**src/piso_regs.svh**
```systemverilog
// Register offsets, field positions, reset values and timing counts of the shift block.
`ifndef PISO_REGS_SVH
`define PISO_REGS_SVH

// ----------------------------------------------------------------
// Register map
// ----------------------------------------------------------------
`define PISO_CTRL_OFFSET        4'h0
`define PISO_STATUS_OFFSET      4'h4
`define PISO_ADDR_BITS          4

// ----------------------------------------------------------------
// Field positions
// ----------------------------------------------------------------
`define PISO_CTRL_EXT_BIT       0
`define PISO_CTRL_SCLR_BIT      1
`define PISO_STATUS_STORE_LSB   0
`define PISO_STATUS_SHIFT_LSB   8
`define PISO_STATUS_LAST_BIT    16
`define PISO_STATUS_OE_N_BIT    17

// ----------------------------------------------------------------
// Reset values and response codes
// ----------------------------------------------------------------
`define PISO_CTRL_EXT_RST       1'b0
`define PISO_CTRL_SCLR_RST      1'b0
`define PISO_WORD_RST           8'h00
`define PISO_RESP_OKAY          2'b00
`define PISO_RESP_SLVERR        2'b10

// ----------------------------------------------------------------
// Timing
// ----------------------------------------------------------------
`define PISO_CLK_MHZ            100
`define PISO_SHIFT_MAX_MHZ      20
`define PISO_SHIFT_MIN_CYCLES   ((`PISO_CLK_MHZ + `PISO_SHIFT_MAX_MHZ - 1) / `PISO_SHIFT_MAX_MHZ)

`endif

```
**src/piso_pkg.sv**
```systemverilog
// Types shared by the shift block and its pin synchroniser.
`default_nettype none

package piso_pkg;

  // ----------------------------------------------------------------
  // Pin group, sampled together so that all pins see the same latency
  // ----------------------------------------------------------------
  typedef struct packed {
    logic [7:0] parallel_data;
    logic [7:0] stage_ports;
    logic       storage_capture_clock;
    logic       shift_clock_in;
    logic       parallel_load_n;
    logic       shift_clear_n;
    logic       shift_clock_enable_n;
    logic       shift_data_in;
    logic       serial_source_select;
    logic       output_drive_n;
  } pin_bus_s;

  localparam pin_bus_s PIN_BUS_RST = '{
    parallel_data:         8'h00,
    stage_ports:           8'h00,
    storage_capture_clock: 1'b0,
    shift_clock_in:        1'b0,
    parallel_load_n:       1'b1,
    shift_clear_n:         1'b1,
    shift_clock_enable_n:  1'b1,
    shift_data_in:         1'b0,
    serial_source_select:  1'b0,
    output_drive_n:        1'b1
  };

  typedef struct packed {
    pin_bus_s first;
    pin_bus_s second;
  } sync_state_s;

  typedef struct packed {
    logic       ext_mode;
    logic       soft_clear;
    logic [7:0] storage;
    logic [7:0] stages;
    logic       cap_prev;
    logic       shift_prev;
    logic       ports_oe_n;
    logic       aw_held;
    logic [3:0] aw_addr;
    logic       w_held;
    logic [1:0] w_data;
    logic       w_lane0;
    logic       bvalid;
    logic [1:0] bresp;
    logic       rvalid;
    logic [31:0] rdata;
    logic [1:0] rresp;
  } core_state_s;

endpackage : piso_pkg

`default_nettype wire

```
**src/piso_pin_sync.sv**
```systemverilog
// Two-flop synchroniser for every pin of the shift block.
`timescale 1ns/10ps
`default_nettype none

module piso_pin_sync
(
  input  wire logic              CLK_IN,
  input  wire logic              NRST_IN,
  input  wire piso_pkg::pin_bus_s pins_in,
  output var  piso_pkg::pin_bus_s pins_out
);

  piso_pkg::sync_state_s state_q;
  piso_pkg::sync_state_s state_d;

  // ----------------------------------------------------------------
  // Next state
  // ----------------------------------------------------------------
  // The first stage feeds only the second, to let metastability settle.
  always_comb
  begin
    state_d        = state_q;
    state_d.first  = pins_in;
    state_d.second = state_q.first;
  end

  always_ff @(posedge CLK_IN or negedge NRST_IN)
  begin
    if (!NRST_IN)
    begin
      state_q <= '{first: piso_pkg::PIN_BUS_RST, second: piso_pkg::PIN_BUS_RST};
    end
    else
    begin
      state_q <= state_d;
    end
  end

  assign pins_out = state_q.second;

endmodule : piso_pin_sync

`default_nettype wire

```
**src/piso_shift_core.sv**
```systemverilog
// Storage register feeding an eight-stage parallel-in serial-out shift register.
// ----------------------------------------------------------------
// Function
// - An 8-bit storage register captures the parallel input word, or the stage ports in extended mode, and feeds the shift stages.
// - An 8-bit shift register loads in parallel and leaves one bit at a time on one output.
// - Storage updates only on a capture clock rise, stages shift only on a shift clock rise.
// - Low parallel load copies storage into all stages at once and beats shifting.
// - Low shift clear zeroes every stage at once, beats shifting, and drives the output low.
// - In extended mode the stages drive three-state ports enabled by a low drive input.
// - In extended mode a select input sampled at the shift edge picks the serial source.
// - In extended mode a shift edge advances the stages only while the enable is low.
// - The stages work at any shift rate up to 20 MHz and hold their value between edges.
// ----------------------------------------------------------------
//
// Decided for this implementation: the register addresses and register access over AXI4-Lite.
`timescale 1ns/10ps
`default_nettype none
`include "piso_regs.svh"

module piso_shift_core
(
  input  wire logic        CLK_IN,
  input  wire logic        NRST_IN,
  input  wire logic [7:0]  PARALLEL_DATA_IN,
  input  wire logic        STORAGE_CAPTURE_CLOCK_IN,
  input  wire logic        SHIFT_CLOCK_IN,
  input  wire logic        PARALLEL_LOAD_N_IN,
  input  wire logic        SHIFT_CLEAR_N_IN,
  input  wire logic        SHIFT_CLOCK_ENABLE_N_IN,
  input  wire logic        SHIFT_DATA_IN,
  input  wire logic        SERIAL_SOURCE_SELECT_IN,
  input  wire logic        OUTPUT_DRIVE_N_IN,
  input  wire logic [7:0]  STAGE_PORTS_IN,
  output var  logic [7:0]  STAGE_PORTS_OUT,
  output var  logic [7:0]  STAGE_PORTS_OE_N_OUT,
  output var  logic        LAST_STAGE_OUT,
  input  wire logic [3:0]  AWADDR_IN,
  input  wire logic        AWVALID_IN,
  output var  logic        AWREADY_OUT,
  input  wire logic [31:0] WDATA_IN,
  input  wire logic [3:0]  WSTRB_IN,
  input  wire logic        WVALID_IN,
  output var  logic        WREADY_OUT,
  output var  logic [1:0]  BRESP_OUT,
  output var  logic        BVALID_OUT,
  input  wire logic        BREADY_IN,
  input  wire logic [3:0]  ARADDR_IN,
  input  wire logic        ARVALID_IN,
  output var  logic        ARREADY_OUT,
  output var  logic [31:0] RDATA_OUT,
  output var  logic [1:0]  RRESP_OUT,
  output var  logic        RVALID_OUT,
  input  wire logic        RREADY_IN
);

  // ----------------------------------------------------------------
  // Pin synchronisation
  // ----------------------------------------------------------------
  piso_pkg::pin_bus_s pins_raw;
  piso_pkg::pin_bus_s pins;

  always_comb
  begin
    pins_raw.parallel_data         = PARALLEL_DATA_IN;
    pins_raw.stage_ports           = STAGE_PORTS_IN;
    pins_raw.storage_capture_clock = STORAGE_CAPTURE_CLOCK_IN;
    pins_raw.shift_clock_in        = SHIFT_CLOCK_IN;
    pins_raw.parallel_load_n       = PARALLEL_LOAD_N_IN;
    pins_raw.shift_clear_n         = SHIFT_CLEAR_N_IN;
    pins_raw.shift_clock_enable_n  = SHIFT_CLOCK_ENABLE_N_IN;
    pins_raw.shift_data_in         = SHIFT_DATA_IN;
    pins_raw.serial_source_select  = SERIAL_SOURCE_SELECT_IN;
    pins_raw.output_drive_n        = OUTPUT_DRIVE_N_IN;
  end

  piso_pin_sync u_pin_sync
  (
    .CLK_IN   (CLK_IN),
    .NRST_IN  (NRST_IN),
    .pins_in  (pins_raw),
    .pins_out (pins)
  );

  // ----------------------------------------------------------------
  // Address decode
  // ----------------------------------------------------------------
  typedef enum logic [1:0] {REG_CTRL = 2'b00, REG_STATUS = 2'b01, REG_NONE = 2'b11} reg_sel_e;

  function automatic reg_sel_e decode(input logic [3:0] addr);
    reg_sel_e sel;
    sel = REG_NONE;
    case (addr)
      `PISO_CTRL_OFFSET:   sel = REG_CTRL;
      `PISO_STATUS_OFFSET: sel = REG_STATUS;
      default:             sel = REG_NONE;
    endcase
    return sel;
  endfunction : decode

  piso_pkg::core_state_s state_q;
  piso_pkg::core_state_s state_d;

  logic        cap_edge;
  logic        shift_edge;
  logic        clear_active;
  logic        load_active;
  logic        serial_bit;
  logic [7:0]  capture_word;
  logic        aw_take;
  logic        w_take;
  logic        ar_take;
  logic        aw_have;
  logic        w_have;
  logic [3:0]  wr_addr;
  logic [1:0]  wr_bits;
  logic        wr_lane0;
  logic [31:0] status_word;

  // ----------------------------------------------------------------
  // Bus handshakes
  // ----------------------------------------------------------------
  // Only one write and one read are in flight, so each channel is held off
  // while its response is still waiting.
  assign AWREADY_OUT = !state_q.aw_held && !state_q.bvalid;
  assign WREADY_OUT  = !state_q.w_held && !state_q.bvalid;
  assign ARREADY_OUT = !state_q.rvalid;

  assign aw_take  = AWVALID_IN && AWREADY_OUT;
  assign w_take   = WVALID_IN && WREADY_OUT;
  assign ar_take  = ARVALID_IN && ARREADY_OUT;
  assign aw_have  = aw_take || state_q.aw_held;
  assign w_have   = w_take || state_q.w_held;
  assign wr_addr  = state_q.aw_held ? state_q.aw_addr : AWADDR_IN;
  assign wr_bits  = state_q.w_held ? state_q.w_data : WDATA_IN[1:0];
  assign wr_lane0 = state_q.w_held ? state_q.w_lane0 : WSTRB_IN[0];

  // ----------------------------------------------------------------
  // Shift path control
  // ----------------------------------------------------------------
  // Pin clocks are sampled, so edges closer than two system cycles apart are
  // not resolved; the 20 MHz ceiling leaves PISO_SHIFT_MIN_CYCLES of margin.
  assign cap_edge     = pins.storage_capture_clock && !state_q.cap_prev;
  assign shift_edge   = pins.shift_clock_in && !state_q.shift_prev
                        && (!state_q.ext_mode || !pins.shift_clock_enable_n);
  assign clear_active = !pins.shift_clear_n || state_q.soft_clear;
  assign load_active  = !pins.parallel_load_n;
  assign serial_bit   = (state_q.ext_mode && pins.serial_source_select)
                        ? pins.stage_ports[0] : pins.shift_data_in;
  assign capture_word = state_q.ext_mode ? pins.stage_ports : pins.parallel_data;

  always_comb
  begin
    status_word = 32'h0000_0000;
    status_word[`PISO_STATUS_STORE_LSB +: 8] = state_q.storage;
    status_word[`PISO_STATUS_SHIFT_LSB +: 8] = state_q.stages;
    status_word[`PISO_STATUS_LAST_BIT]       = state_q.stages[7];
    status_word[`PISO_STATUS_OE_N_BIT]       = state_q.ports_oe_n;
  end

  // ----------------------------------------------------------------
  // Next state
  // ----------------------------------------------------------------
  always_comb
  begin
    state_d            = state_q;
    state_d.cap_prev   = pins.storage_capture_clock;
    state_d.shift_prev = pins.shift_clock_in;

    if (cap_edge)
    begin
      state_d.storage = capture_word;
    end

    // Clear beats load, and both beat a shift edge; without either the
    // stages simply hold, however long the shift clock stands still.
    if (clear_active)
    begin
      state_d.stages = `PISO_WORD_RST;
    end
    else if (load_active)
    begin
      state_d.stages = state_q.storage;
    end
    else if (shift_edge)
    begin
      state_d.stages = {state_q.stages[6:0], serial_bit};
    end

    state_d.ports_oe_n = !(state_q.ext_mode && !pins.output_drive_n);

    if (aw_take)
    begin
      state_d.aw_held = 1'b1;
      state_d.aw_addr = AWADDR_IN;
    end
    if (w_take)
    begin
      state_d.w_held  = 1'b1;
      state_d.w_data  = WDATA_IN[1:0];
      state_d.w_lane0 = WSTRB_IN[0];
    end
    if (aw_have && w_have)
    begin
      state_d.aw_held = 1'b0;
      state_d.w_held  = 1'b0;
      state_d.bvalid  = 1'b1;
      state_d.bresp   = `PISO_RESP_OKAY;
      case (decode(wr_addr))
        REG_CTRL:
        begin
          if (wr_lane0)
          begin
            state_d.ext_mode   = wr_bits[`PISO_CTRL_EXT_BIT];
            state_d.soft_clear = wr_bits[`PISO_CTRL_SCLR_BIT];
          end
        end
        REG_STATUS: state_d.bresp = `PISO_RESP_OKAY;
        default:    state_d.bresp = `PISO_RESP_SLVERR;
      endcase
    end
    else if (state_q.bvalid && BREADY_IN)
    begin
      state_d.bvalid = 1'b0;
    end

    if (ar_take)
    begin
      state_d.rvalid = 1'b1;
      state_d.rresp  = `PISO_RESP_OKAY;
      case (decode(ARADDR_IN))
        REG_CTRL:
        begin
          state_d.rdata = 32'h0000_0000;
          state_d.rdata[`PISO_CTRL_EXT_BIT]  = state_q.ext_mode;
          state_d.rdata[`PISO_CTRL_SCLR_BIT] = state_q.soft_clear;
        end
        REG_STATUS: state_d.rdata = status_word;
        default:
        begin
          state_d.rdata = 32'h0000_0000;
          state_d.rresp = `PISO_RESP_SLVERR;
        end
      endcase
    end
    else if (state_q.rvalid && RREADY_IN)
    begin
      state_d.rvalid = 1'b0;
    end
  end

  // ----------------------------------------------------------------
  // State register
  // ----------------------------------------------------------------
  always_ff @(posedge CLK_IN or negedge NRST_IN)
  begin
    if (!NRST_IN)
    begin
      state_q <= '{
        ext_mode:   `PISO_CTRL_EXT_RST,
        soft_clear: `PISO_CTRL_SCLR_RST,
        storage:    `PISO_WORD_RST,
        stages:     `PISO_WORD_RST,
        cap_prev:   1'b0,
        shift_prev: 1'b0,
        ports_oe_n: 1'b1,
        aw_held:    1'b0,
        aw_addr:    4'h0,
        w_held:     1'b0,
        w_data:     2'b00,
        w_lane0:    1'b0,
        bvalid:     1'b0,
        bresp:      `PISO_RESP_OKAY,
        rvalid:     1'b0,
        rdata:      32'h0000_0000,
        rresp:      `PISO_RESP_OKAY
      };
    end
    else
    begin
      state_q <= state_d;
    end
  end

  // ----------------------------------------------------------------
  // Outputs
  // ----------------------------------------------------------------
  assign LAST_STAGE_OUT       = state_q.stages[7];
  assign STAGE_PORTS_OUT      = state_q.stages;
  assign STAGE_PORTS_OE_N_OUT = {8{state_q.ports_oe_n}};
  assign BVALID_OUT           = state_q.bvalid;
  assign BRESP_OUT            = state_q.bresp;
  assign RVALID_OUT           = state_q.rvalid;
  assign RDATA_OUT            = state_q.rdata;
  assign RRESP_OUT            = state_q.rresp;

endmodule : piso_shift_core

`default_nettype wire

```
**config.mk**
```make
export PLATFORM = sky130hd
export DESIGN_NAME = piso_shift_core
export DESIGN_NICKNAME = d
export VERILOG_FILES = /design/src/piso_pkg.sv /design/src/piso_pin_sync.sv /design/src/piso_shift_core.sv
export VERILOG_INCLUDE_DIRS = /design/src
export SDC_FILE = /design/constraint.sdc
export NUM_CORES = 1
export LEC_CHECK = 0
export ABC_AREA = 1
export BUFFER_PORTS_ARGS = -buffer_cell sky130_fd_sc_hd__buf_2
export CORE_ASPECT_RATIO = 0.9
export CORE_MARGIN = 2
export CORE_UTILIZATION = 25
export CTS_CLUSTER_SIZE = 28
export DETAILED_ROUTE_END_ITERATION = 7
export GPL_TIMING_DRIVEN = 1
export PLACE_DENSITY = 0.55
export RECOVER_POWER = 25
export SETUP_SLACK_MARGIN = 0.5
export SYNTH_ARGS = -nofsm -noshare
export SYNTH_HDL_FRONTEND = slang
export SYNTH_SLANG_ARGS = --single-unit
```
**constraint.sdc**
```tcl
create_clock -name CLK_IN -period 1.7 [get_ports CLK_IN]
set_input_delay 0.34 -clock CLK_IN [delete_from_list [all_inputs] [get_ports CLK_IN]]
set_output_delay 0.34 -clock CLK_IN [all_outputs]
set_load 0.005 [all_outputs]
```
### After elaboration in Yosys (flattened, before gate mapping)

Index checks and enable logic that the tools add are counted.

| storage, ports and cells | value |
|---|---|
| flip-flop bits (word level) | 116 |
| output and inout port bits | 58 |
| latch bits | 0 |
| memories | 0 |
| memory bits (read-only) | 0 |
| logic and storage cells | 104 |
| bits in writable memories | 0 |
| bits of input ports | 75 |

| operators by class | value |
|---|---|
| $add $sub $neg | 0 |
| shift operators | 0 |
| reduce and logical (&&, ||, !) cells | 39 |
| bitwise operators | 0 |
| $lt $le $gt $ge | 0 |
| divide/modulo/power cells | 0 |
| eq/ne operators | 5 |
| muxes and demuxes | 23 |
| multipliers | 0 |

Operators by type and width:

| operator | count |
|---|---|
| $pmux W18 S2 | 1 |
| $mux W8 | 4 |
| $logic_and A1 B1 Y1 | 13 |
| $logic_not A1 Y1 | 11 |
| $mux W2 | 5 |
| $eq A4 B3 Y1 const B | 2 |
| $logic_not A4 Y1 | 2 |
| $mux W1 | 8 |
| $mux W4 | 2 |
| $pmux W2 S2 | 2 |
| $reduce_bool A2 Y1 | 4 |
| $mux W5 | 1 |
| $eq A2 B1 Y1 const B | 2 |
| $logic_not A2 Y1 | 2 |
| $logic_or A1 B1 Y1 | 4 |
| $reduce_or A2 Y1 | 2 |
| $ne A3 B3 Y1 const B | 1 |
| $reduce_and A3 Y1 | 1 |

### Longest topological paths before layout

Gate-level depths: netlist of the first run.

| depth | value |
|---|---|
| depth in word-level cells | 9 |
| gate-level depth with buffers | 8 |
| mapped depth without buffers | 8 |

### Modules after synthesis

Synthesis of the first run repeated with hierarchy kept, for this count alone.

| unflattened totals | value |
|---|---|
| cell total of the unflattened synthesis | 346 |
| area, all modules | 3854.9 um^2 |

Modules (own cells, without submodules):

| module | sequential area each (um^2) | area each (um^2) | cells each | instances |
|---|---|---|---|---|
| piso_shift_core | 1277.5 | 2643.8 | 298 | 1 |
| piso_pin_sync | 1211.2 | 1211.2 | 48 | 1 |

### Worst setup path before layout of the first run

OpenSTA, ideal clock, no wires.

| timing path | value |
|---|---|
| kind | reg-to-reg |
| start point | register u_pin_sync.state_q (netlist bit u_pin_sync.pins_out[5]) |
| end point | register state_q (netlist bit STAGE_PORTS_OUT[0]) |
| setup time | 0.116 ns |
| setup slack | 0.568 ns |
| arrival time | 1.015 ns |
| cell stages (with the launch flop) | 8 |
| period minus slack after synthesis | 1.132 ns |
| data required time | 1.584 ns |
| path buffers | 0 |
| cells stage by stage | dfstp_2 inv_2 nor2_2 nand2_4 nand2_4 inv_2 nand2_1 nand2_1 |

| on the way | value |
|---|---|
| longest elaborated chain between the ends | 2 |
| elaborated cells on any way between the ends | 3 |
| classes of those cells | eq/ne: 1; mux: 2 |

RTL lines:

| item | line | text |
|---|---|---|
| start: declaration | piso_pin_sync.sv:13 | `piso_pkg::sync_state_s state_q;` |
| start signal: assignment | piso_pin_sync.sv:31 | `state_q <= '{first: piso_pkg::PIN_BUS_RST, second: piso_pkg::PIN_BUS_RST};` |
| start signal: assignment | piso_pin_sync.sv:35 | `state_q <= state_d;` |
| $mux W8 | piso_shift_core.sv:180 | `else if (load_active)` |
| $mux W8 | piso_shift_core.sv:176 | `if (clear_active)` |
| end signal: assignment | piso_shift_core.sv:258 | `state_q <= '{` |
| end signal: assignment | piso_shift_core.sv:280 | `state_q <= state_d;` |
| end: declaration | piso_shift_core.sv:100 | `piso_pkg::core_state_s state_q;` |

Parallel ways exist; a longest one is shown, timed or not.
A chain may end at the register's enable or synchronous reset.

### Worst setup path in the final report of the first run

| timing path | value |
|---|---|
| start point | register state_q (netlist bit STAGE_PORTS_OE_N_OUT[0]) |
| end point | output port STAGE_PORTS_OE_N_OUT[3] |

RTL lines:

| item | line | text |
|---|---|---|
| end: declaration | piso_shift_core.sv:35 | `output var logic [7:0] STAGE_PORTS_OE_N_OUT,` |

No word-level cell between the ends.

==> qor.txt, run 1 <==
Mapped Cells: 366
Longest Clk Path Bufs: 2
Largest net degree at the start of global routing: 30
Net Sw Frac: 29.4%
Die width: 136 um
Number of global-route vias before repair: 2521
Final WL: 7860 um
Vias after detailed routing: 2494
Comb power frac: 22.7%
Top cells by count, synth: dfrtp_1, nand2_1, buf_4, inv_1, o21ai_0
Worst-path maximum fanout: 9
Detail Route Antenna Nets: 0
Post-route minimum period: 1.40 ns
Clock power share: 32.1%
First-pass GRT wire length: 12800 um
Hold Vio Cnt, Final: 0
TritonCTS buffer count: 9
Largest cells by area after synthesis: dfrtp_1, buf_4, nand2_1
Seq cells post-synth: 99
Top-count cell post-synth: dfrtp_1
CTS tree: built
Crit Path Class: reg -> out
Synthesized area per cell: 10.7 um^2
Setup crit start kind: register
VDD IR max: 729 uV
RePlAce Congestion: 0.736
Die height: 123 um
N_diodes: 0
Clk root buf: clkbuf_16
Mapped Area: 0.00393 mm^2
Synth top area share: 57.3%
Int Power: 4.58 mW
Via density: 3.78
CP peak stage delay: 0.59 ns
Hold WC Path Type: in -> reg
Max capacitance violation total: 0
GR Util All Layers: 10.1%
Rows: 43
Hold path depth: 1
Io pins: 133
Depth of the most critical reg-to-reg path: 7
Worst skew pair latency: 0.34 ns
HP Start: SHIFT_CLEAR_N_IN
Part of the power in registers: 45.2%
Yosys top cell by area: dfrtp_1
Status: finished clean
Layout net count: 528
Power density cells: 1320 mW/mm^2
H-tree levels: 3
Pleak: 2.51 nW
Core area: 0.0154 mm^2
Starting DRT DRC Count: 106
RSZ-0062 raised after global routing: true
YS warnings: 0
Critical path arrival: 1.06 ns
Slowest CP cell: dfstp_2
R2R Setup Slk: 0.52 ns
Initial antenna violation count: 0
Total Die Area: 0.0168 mm^2
Post-DP HPWL: 5600 um
R2r startpoint: u_pin_sync.pins_out[4]
WHS Endpoint: u_pin_sync.state_d[4]
Critical Path RT: 1.36 ns
Seq/Total Area, Yosys: 63.3%
Number of synthesized flops with an enable pin: 0
Clk_skew: 0.00728 ns
CP cell instances: buf_2
Port Buf Inserts: 83
Post-synth ARST share: 100%
Sw Pwr: 1.91 mW
Setup TNS: 0 ns
Most common flop cell mapped by yosys: dfrtp_1
Final setup viols: 0
Final instance area: 0.00492 mm^2
Worst R2R End: STAGE_PORTS_OUT[0]
Ratio of cells with drive above 1 in the final layout: 39.5%
Clk slew on worst S/H paths: 0.07 ns
Final slew viol count: 0
Gr ovfl total: 0
Remaining DRCs: 0
Delay-heaviest family, CP: flip-flops
Relative slew slack: 59.4%
Area Growth Syn to Fin: 25.1%
CTS Sinks: 99
DR WL/cell: 11.9 um
Critical path endpoint category: output pin
Post-DP Area: 0.00429 mm^2
F_max: 0.716 GHz
Initial core utilization: 25.6%
Drt pass-1 iters: 4
Post-synthesis cell type count: 26
CP bufs+invs: 1
Final period util: 82.1%
Worst slew pin tran: 0.609 ns
==> layer usage <==
layer | global-route usage, % | up-vias | share of wire [%]
li1 | - | 1263 | -
met1 | 13.7 | 1157 | 48
met2 | 15.7 | 68 | 46
met3 | 2.42 | 6 | 4.4
met4 | 3.52 | 0 | 0.98
met5 | 0 | - | 0
==> layout by cell type, fill, tap and decap left out, types with 2 or more instances in the layout <==
cell type,netlist,routed
nor2_1,14,12
nor2_4,4,5
buf_4,52,29
clkbuf_16,0,9
inv_1,19,18
a21oi_1,3,3
buf_6,2,7
o21ai_0,18,18
nand4_1,2,2
nand2_2,5,4
nor2_2,2,3
a21oi_2,2,2
o21ai_1,2,2
dfrtp_1,90,87
o22ai_1,7,7
nand2_4,2,3
or2_2,2,2
a31oi_1,7,7
buf_12,0,3
nand2_1,87,86
nand3_1,17,17
dfrtp_2,0,3
buf_2,5,79
conb_1,1,16
inv_6,0,2
mux2_4,4,4
inv_2,8,8
dfstp_2,9,9
==> state kept, by name, summed over array words and instances, names as in the netlist <==
register              count
BRESP_OUT                 1
BVALID_OUT                1
RDATA_OUT                17
RRESP_OUT                 1
RVALID_OUT                1
STAGE_PORTS_OE_N_OUT      1
STAGE_PORTS_OUT           8
state_q                  21
u_pin_sync.pins_out      24
u_pin_sync.state_d       24
==> how the worst max path moves through the flow <==
stage / cells after the start / from / endpoint / slack (ns)
3_5_place_dp: 6 / ARADDR_IN[3] / RDATA_OUT[8] / 0.30
3_3_place_gp: 8 / ARADDR_IN[3] / RDATA_OUT[0] / 0.32
4_1_cts: 1 / STAGE_PORTS_OE_N_OUT[0] / STAGE_PORTS_OE_N_OUT[3] / 0.28
2_1_floorplan: 7 / u_pin_sync.pins_out[5] / STAGE_PORTS_OUT[0] / 0.57
6_report: 1 / STAGE_PORTS_OE_N_OUT[0] / STAGE_PORTS_OE_N_OUT[3] / 0.30
5_1_grt: 3 / NRST_IN / u_pin_sync.pins_out[5] / 0.25
==> power groups by stage <==
stage | logic, mW | clock network (mW) | registers [mW]
global route | 1.66 | 2.26 | 2.98
floorplan | 0.907 | 0 | 2.93
detailed placement | 1.14 | 0 | 3.01
finish | 1.47 | 2.08 | 2.93
global placement | 1.11 | 0 | 2.99
CTS | 1.35 | 2.17 | 2.92
==> what timing repair did <==
| action | CTS | global route |
|---|---|---|
| gates resized for setup | 3 | 17 |
| pin swaps | 1 | 7 |
| hold buffers | 1 | 0 |
| setup buffers | 22 | 9 |
| endpoints found under the setup margin | 50 | 55 |
| hold endpoints to repair | 20 | 0 |
==> final cells by class <==
type	count	area (um^2)
Fill cell	1623	10500
Clock buffer	10	229
Inverter	27	104
Multi-Input combinational cell	196	993
Timing Repair Buffer	120	767
Tap cell	202	253
Clock inverter	6	82.6
Sequential cell	99	2490
==> kinds of logic after synthesis <==
family | synth area share, %
and+or+nand+nor | 15.8
buffers and inverters | 13.7
other | 0.0953
muxes | 1.53
DFF | 63.3
AOI/OAI and AO/OA | 5.60
==> stage by stage <==
step / utilization [%] / power [mW] / hold slack [ns] / setup WS [ns] / std cells
after floorplan: - / 3.83 / 0.0444 / 0.568 / 381
after global placement: 27.9 / 4.11 / 0.254 / 0.316 / 612
after detailed placement: 27.9 / 4.16 / 0.259 / 0.298 / 612
after CTS: 31.1 / 6.44 / 0.0769 / 0.285 / 651
after global routing: 32.0 / 6.90 / 0.0756 / 0.246 / 660
final: 32.0 / 6.49 / 0.0920 / 0.304 / 660
Note: power is estimated with default switching activity, not from simulation.
==> run 2: changes to the inputs <==
Clock period 1.7 ns to 1.4 ns, I/O delays scaled along.
==> run 2 against run 1 <==
- design area rose by 13%
- flip-flop and latch count unchanged
- worst hold slack worse by 0.067 ns
- die area unchanged
==> qor.txt, run 2 (synthesis results as in run 1) <==
CTS Sinks: 99 (unchanged)
Area Growth Syn to Fin: 41.0%
CTS tree: built
Crit Path Class: reg -> out
Fillers: 1518 (-6.5%)
Final period util: 97.2%
Hold WC Path Type: in -> reg
Core area: 0.0154 mm^2 (unchanged)
Starting DRT DRC Count: 96 (-9.4%)
Register Area: 0.00250 mm^2 (+0.15%)
Clk_skew: 0.00424 ns (-0.00305 ns)
Vias after detailed routing: 2653 (+6.4%)
Worst slew pin tran: 0.609 ns (+0.000327 ns)
Final instance area: 0.00555 mm^2 (+13%)
Final WL: 8700 um (+11%)
RePlAce Congestion: 0.753 (+2.3%)
VDD IR max: 852 uV (+17%)
Number of global-route vias before repair: 2671 (+6.0%)
Initial core utilization: 25.6% (unchanged)
First-pass GRT wire length: 13700 um (+7.3%)
Critical path endpoint category: output pin
Ratio of cells with drive above 1 in the final layout: 55.6% (+16 points)
Die width: 136 um (unchanged)
Inst Count DP: 614 (+0.33%)
Hold Vio Cnt, Final: 0 (unchanged)
Port Buf Inserts: 83 (unchanged)
Power density cells: 1550 mW/mm^2 (+18%)
Clk root buf: clkbuf_16
Io pins: 133 (unchanged)
GR Util All Layers: 11.0% (+0.95 points)
Final worst setup slack: 0.0388 ns (-0.265 ns)
Layout net count: 548 (+3.8%)
Clk slew on worst S/H paths: 0.07 ns (about the same)
Final slew viol count: 0 (unchanged)
Final Total Pwr: 8.63 mW (+33%)
Fin cells: 680 (+3.0%)
TritonCTS buffer count: 9 (unchanged)
F_max: 0.735 GHz
Dpl ws: 0.192 ns (-0.106 ns)
Setup crit start kind: register
Drt pass-1 iters: 4 (unchanged)
Max capacitance violation total: 0 (unchanged)
Initial antenna violation count: 0 (unchanged)
N_diodes: 0 (unchanged)
DR WL/cell: 12.8 um (+7.4%)
Rows: 43 (unchanged)
Total Die Area: 0.0168 mm^2 (unchanged)
Via density: 3.90 (+3.2%)
Pleak: 2.71 nW (+7.8%)
Final setup viols: 0 (unchanged)
Relative slew slack: 59.4% (about the same)
Critical path arrival: 1.08 ns (+0.02 ns)
Post-route minimum period: 1.36 ns
Critical Path RT: 1.12 ns (-0.24 ns)
Post-DP Area: 0.00438 mm^2 (+2.3%)
Commonest non-fill, non-tap cell in the layout: dfrtp_1
Detail Route Antenna Nets: 0 (unchanged)
Worst skew pair latency: 0.35 ns (about the same)
Post-DP HPWL: 5570 um (-0.43%)
H-tree levels: 3 (unchanged)
Commonest non-fill, non-tap cells in the layout: dfrtp_1, buf_2, nand2_1
RSZ-0062 raised after global routing: true
Longest Clk Path Bufs: 2 (unchanged)
Largest net degree at the start of global routing: 52 (+73%)
Status: finished clean
Die height: 123 um (unchanged)
Area occupied by multi-input gates: 0.00135 mm^2 (+36%)
Remaining DRCs: 0 (unchanged)
Worst-path maximum fanout: 4 (-5)
Gr ovfl total: 0 (unchanged)
-- run 2: final timing paths --
kind	start	slack, ns	cells after the start	end
setup / recovery	BVALID_OUT	0.04	2	WREADY_OUT
hold / removal	SHIFT_CLEAR_N_IN	0.02	1	u_pin_sync.state_d[4]
setup reg to reg	BVALID_OUT	0.13	7	state_q[41]
hold reg to reg	u_pin_sync.state_d[7]	0.35	0	u_pin_sync.pins_out[7]
max in group asynchronous	NRST_IN	0.19	3	state_q[67]
min in group asynchronous	NRST_IN	0.29	2	u_pin_sync.state_d[7]
-- run 2: repair_timing --
| item | CTS | global route |
|---|---|---|
| pin swaps | 27 | 29 |
| cloned | 4 | 1 |
| setup buffers | 31 | 13 |
| gates resized for setup | 67 | 57 |
| setup endpoints to repair | 90 | 91 |
| hold buffers | 1 | 0 |
| hold endpoints to repair | 90 | 0 |
-- run 2: where the power goes --
part	switching, mW	internal [mW]	leakage [nW]	total, mW
sequential	0.350	3.28	1.19	3.63
clock	1.21	1.27	0.146	2.48
combinational	1.27	1.24	1.37	2.51
-- run 2: stage by stage --
step / TNS (ns) / hold WS [ns] / utilization [%]
3_5_place_dp: 0 / 0.0862 / 28.5
3_3_place_gp: 0 / 0.0846 / 28.5
2_1_floorplan: 0 / -0.0156 / -
5_1_grt: -0.0438 / 0.00189 / 36.1
6_report: 0 / 0.0248 / 36.1
4_1_cts: 0 / 0.0105 / 34.1
-- run 2: worst max-delay path: stages, from the launching register on --
cell	delay [ns]
dfrtp_2	0.47
nor2_4	0.13
buf_2	0.13
-- run 2: layout make-up --
type / instances / area share, %
Inverter: 27 / 2.37
Timing Repair inverter: 2 / 0.586
Tap cell: 202 / 4.56
Timing Repair Buffer: 137 / 17.7
Clock inverter: 7 / 1.40
Sequential cell: 99 / 45.0
Multi-Input combinational cell: 197 / 24.3
Clock buffer: 9 / 4.06
-- run 2: per-layer routing --
metal  GRT usage (%)  vias up  wire length, um  part of all wire [%]
met4            2.67        0               82                  0.94
met5               0        -                0                     0
met3            4.31        6              452                   5.2
li1                -     1308                -                     -
met2            17.0       71             4070                    47
met1            14.6     1268             4100                    47
==> run 3: changes to the inputs <==
Settings changed: BUFFER_PORTS_ARGS -buffer_cell sky130_fd_sc_hd__buf_2 to default, CORE_UTILIZATION 25 to 50, DONT_BUFFER_PORTS from default to 1, PLACE_DENSITY 0.55 to 0.75.
==> run 3 against run 2 <==
- the flow now finishes with violations (negative hold slack)
- wire length decreased by 13%
- clock-buffer cell count unchanged
- critical path type unchanged
- register-to-register slack improved by 0.07 ns
- via count decreased by 11%
- global-route usage increased by 6.5 points
- sequential power increased by 3%
- utilization increased by 29 points
- non-clock buffer count decreased by 87
- highest routed layer unchanged
==> qor.txt, run 3 (synthesis results as in run 1) <==
CTS tree: built
Hold Vio Cnt, Final: 99 (+99)
Setup TNS: 0 ns (unchanged)
Post-DP Area: 0.00380 mm^2 (-13%)
Met3 usage: 5.99% (+1.7 points)
F_max: 0.761 GHz (+3.7%)
Pleak: 2.26 nW (-17%)
Final slew viol count: 0 (unchanged)
Clk root buf: clkbuf_8
Final WL: 7570 um (-13%)
R2R Setup Slk: 0.20 ns (+0.07 ns)
Critical path arrival: 1.03 ns (-0.05 ns)
Die height: 88.1 um (-28%)
N_diodes: 0 (unchanged)
Critical path endpoint category: output pin
Global-route met2 utilization: 28.8% (+12 points)
Total Die Area: 0.00859 mm^2 (-49%)
WHS: -0.405 ns (-0.430 ns)
VDD IR max: 888 uV (+4.2%)
Commonest non-fill, non-tap cells in the layout: dfrtp_1, nand2_1, nand2_2
Crit Path Class: reg -> out
Final period util: 93.8% (-3.4 points)
RSZ-0062 raised after global routing: true
Die width: 97.5 um (-28%)
GR Util All Layers: 17.6% (+6.5 points)
Initial core utilization: 51.9% (+26 points)
Worst skew pair latency: 0.36 ns (about the same)
Ratio of cells with drive above 1 in the final layout: 43.5% (-12 points)
Number of global-route vias before repair: 2337 (-13%)
Post-DP HPWL: 4340 um (-22%)
Commonest non-fill, non-tap cell in the layout: dfrtp_1
First-pass GRT wire length: 11700 um (-15%)
Vias after detailed routing: 2362 (-11%)
Drt pass-1 iters: 4 (unchanged)
Starting DRT DRC Count: 140 (+46%)
Layout net count: 461 (-16%)
Setup crit start kind: register
RePlAce Congestion: 0.794 (+5.4%)
Worst-path maximum fanout: 9 (+5)
Grt peak-use layer: met2
Io pins: 133 (unchanged)
Rows: 30 (-30%)
Core area: 0.00758 mm^2 (-51%)
Largest net degree at the start of global routing: 100 (+92%)
Post-route minimum period: 1.31 ns (-0.0480 ns)
Via density: 4.85 (+24%)
M1 GR Usage: 22.1% (+7.5 points)
Power density cells: 1510 mW/mm^2 (-2.7%)
Detail Route Antenna Nets: 0 (unchanged)
Hold buffer count at CTS: 26 (+25)
CTS Sinks: 99 (unchanged)
Critical Path RT: 1.12 ns (about the same)
Hold WC Path Type: in -> async
Final instance area: 0.00491 mm^2 (-12%)
Final setup viols: 0 (unchanged)
TritonCTS buffer count: 9 (unchanged)
Longest Clk Path Bufs: 2 (unchanged)
Remaining DRCs: 0 (unchanged)
Port Buf Inserts: 0 (-100%)
Max capacitance violation total: 0 (unchanged)
Clk_skew: 0.00903 ns (+0.00479 ns)
H-tree levels: 3 (unchanged)
Clk slew on worst S/H paths: 0.10 ns (+0.03 ns)
Area Growth Syn to Fin: 24.7%
DR WL/cell: 15.5 um (+21%)
Status: finished, violations left
Violated checks: negative hold slack
Gr ovfl total: 0 (unchanged)
Initial antenna violation count: 0 (unchanged)
[run 3: worst register-to-register path: cells and delay by family, from the launching register on]
family          cells  cell delay (ns)
simple gates        2             0.27
flops               1             0.49
buf+inv             2             0.19
compound gates      2             0.13
[run 3: area by class of cell]
type / instances / area, um^2
clock inverter: 7 / 70.1
multi-input combinational: 196 / 1370
tap: 96 / 120
timing repair inverter: 3 / 21.3
sequential: 99 / 2500
fill: 556 / 2680
clock buffer: 9 / 124
inverter: 27 / 126
timing repair buffer: 50 / 578
[run 3: repair_timing]
action                     in CTS  in global routing
buffers inserted               12                  5
pin swaps                      30                 23
hold endpoints to repair      125                 99
setup endpoints to repair      91                 91
cloned                          4                  2
gates resized for setup        70                 64
[run 3: stage by stage]
stage | total power, mW | util (%) | std cells | hold slack [ns] | setup WS, ns
after floorplan | 4.73 | - | 381 | -0.0156 | 0.300
after global placement | 4.70 | 50.1 | 422 | -0.0124 | 0.241
after detailed placement | 4.77 | 50.1 | 422 | -0.0125 | 0.218
after CTS | 7.06 | 60.7 | 480 | -0.419 | 0.0678
after global routing | 7.83 | 64.7 | 487 | -0.435 | 0.0185
final | 7.42 | 64.7 | 487 | -0.405 | 0.0867
[run 3: per-layer routing]
layer  routed length [um]  share of wire, %
met4                  111               1.5
met3                  510               6.7
met5                    0                 0
met2                 3890                51
met1                 3060                40
[run 3: power by group]
part	switching (mW)	internal [mW]
clock network	1.07	0.699
registers	0.447	3.29
logic	1.00	0.925
total	2.51	4.91
[run 3: final timing paths]
path,cells past startpoint,end,startpoint
min in group CLK_IN,1,state_q[44],AWADDR_IN[2]
min,0,u_pin_sync.pins_out[6],NRST_IN
max in group asynchronous,0,u_pin_sync.state_d[0],NRST_IN
max,0,STAGE_PORTS_OE_N_OUT[4],STAGE_PORTS_OE_N_OUT[0]
min reg2reg,0,u_pin_sync.pins_out[8],u_pin_sync.state_d[8]
max reg2reg,6,BRESP_OUT[1],BVALID_OUT
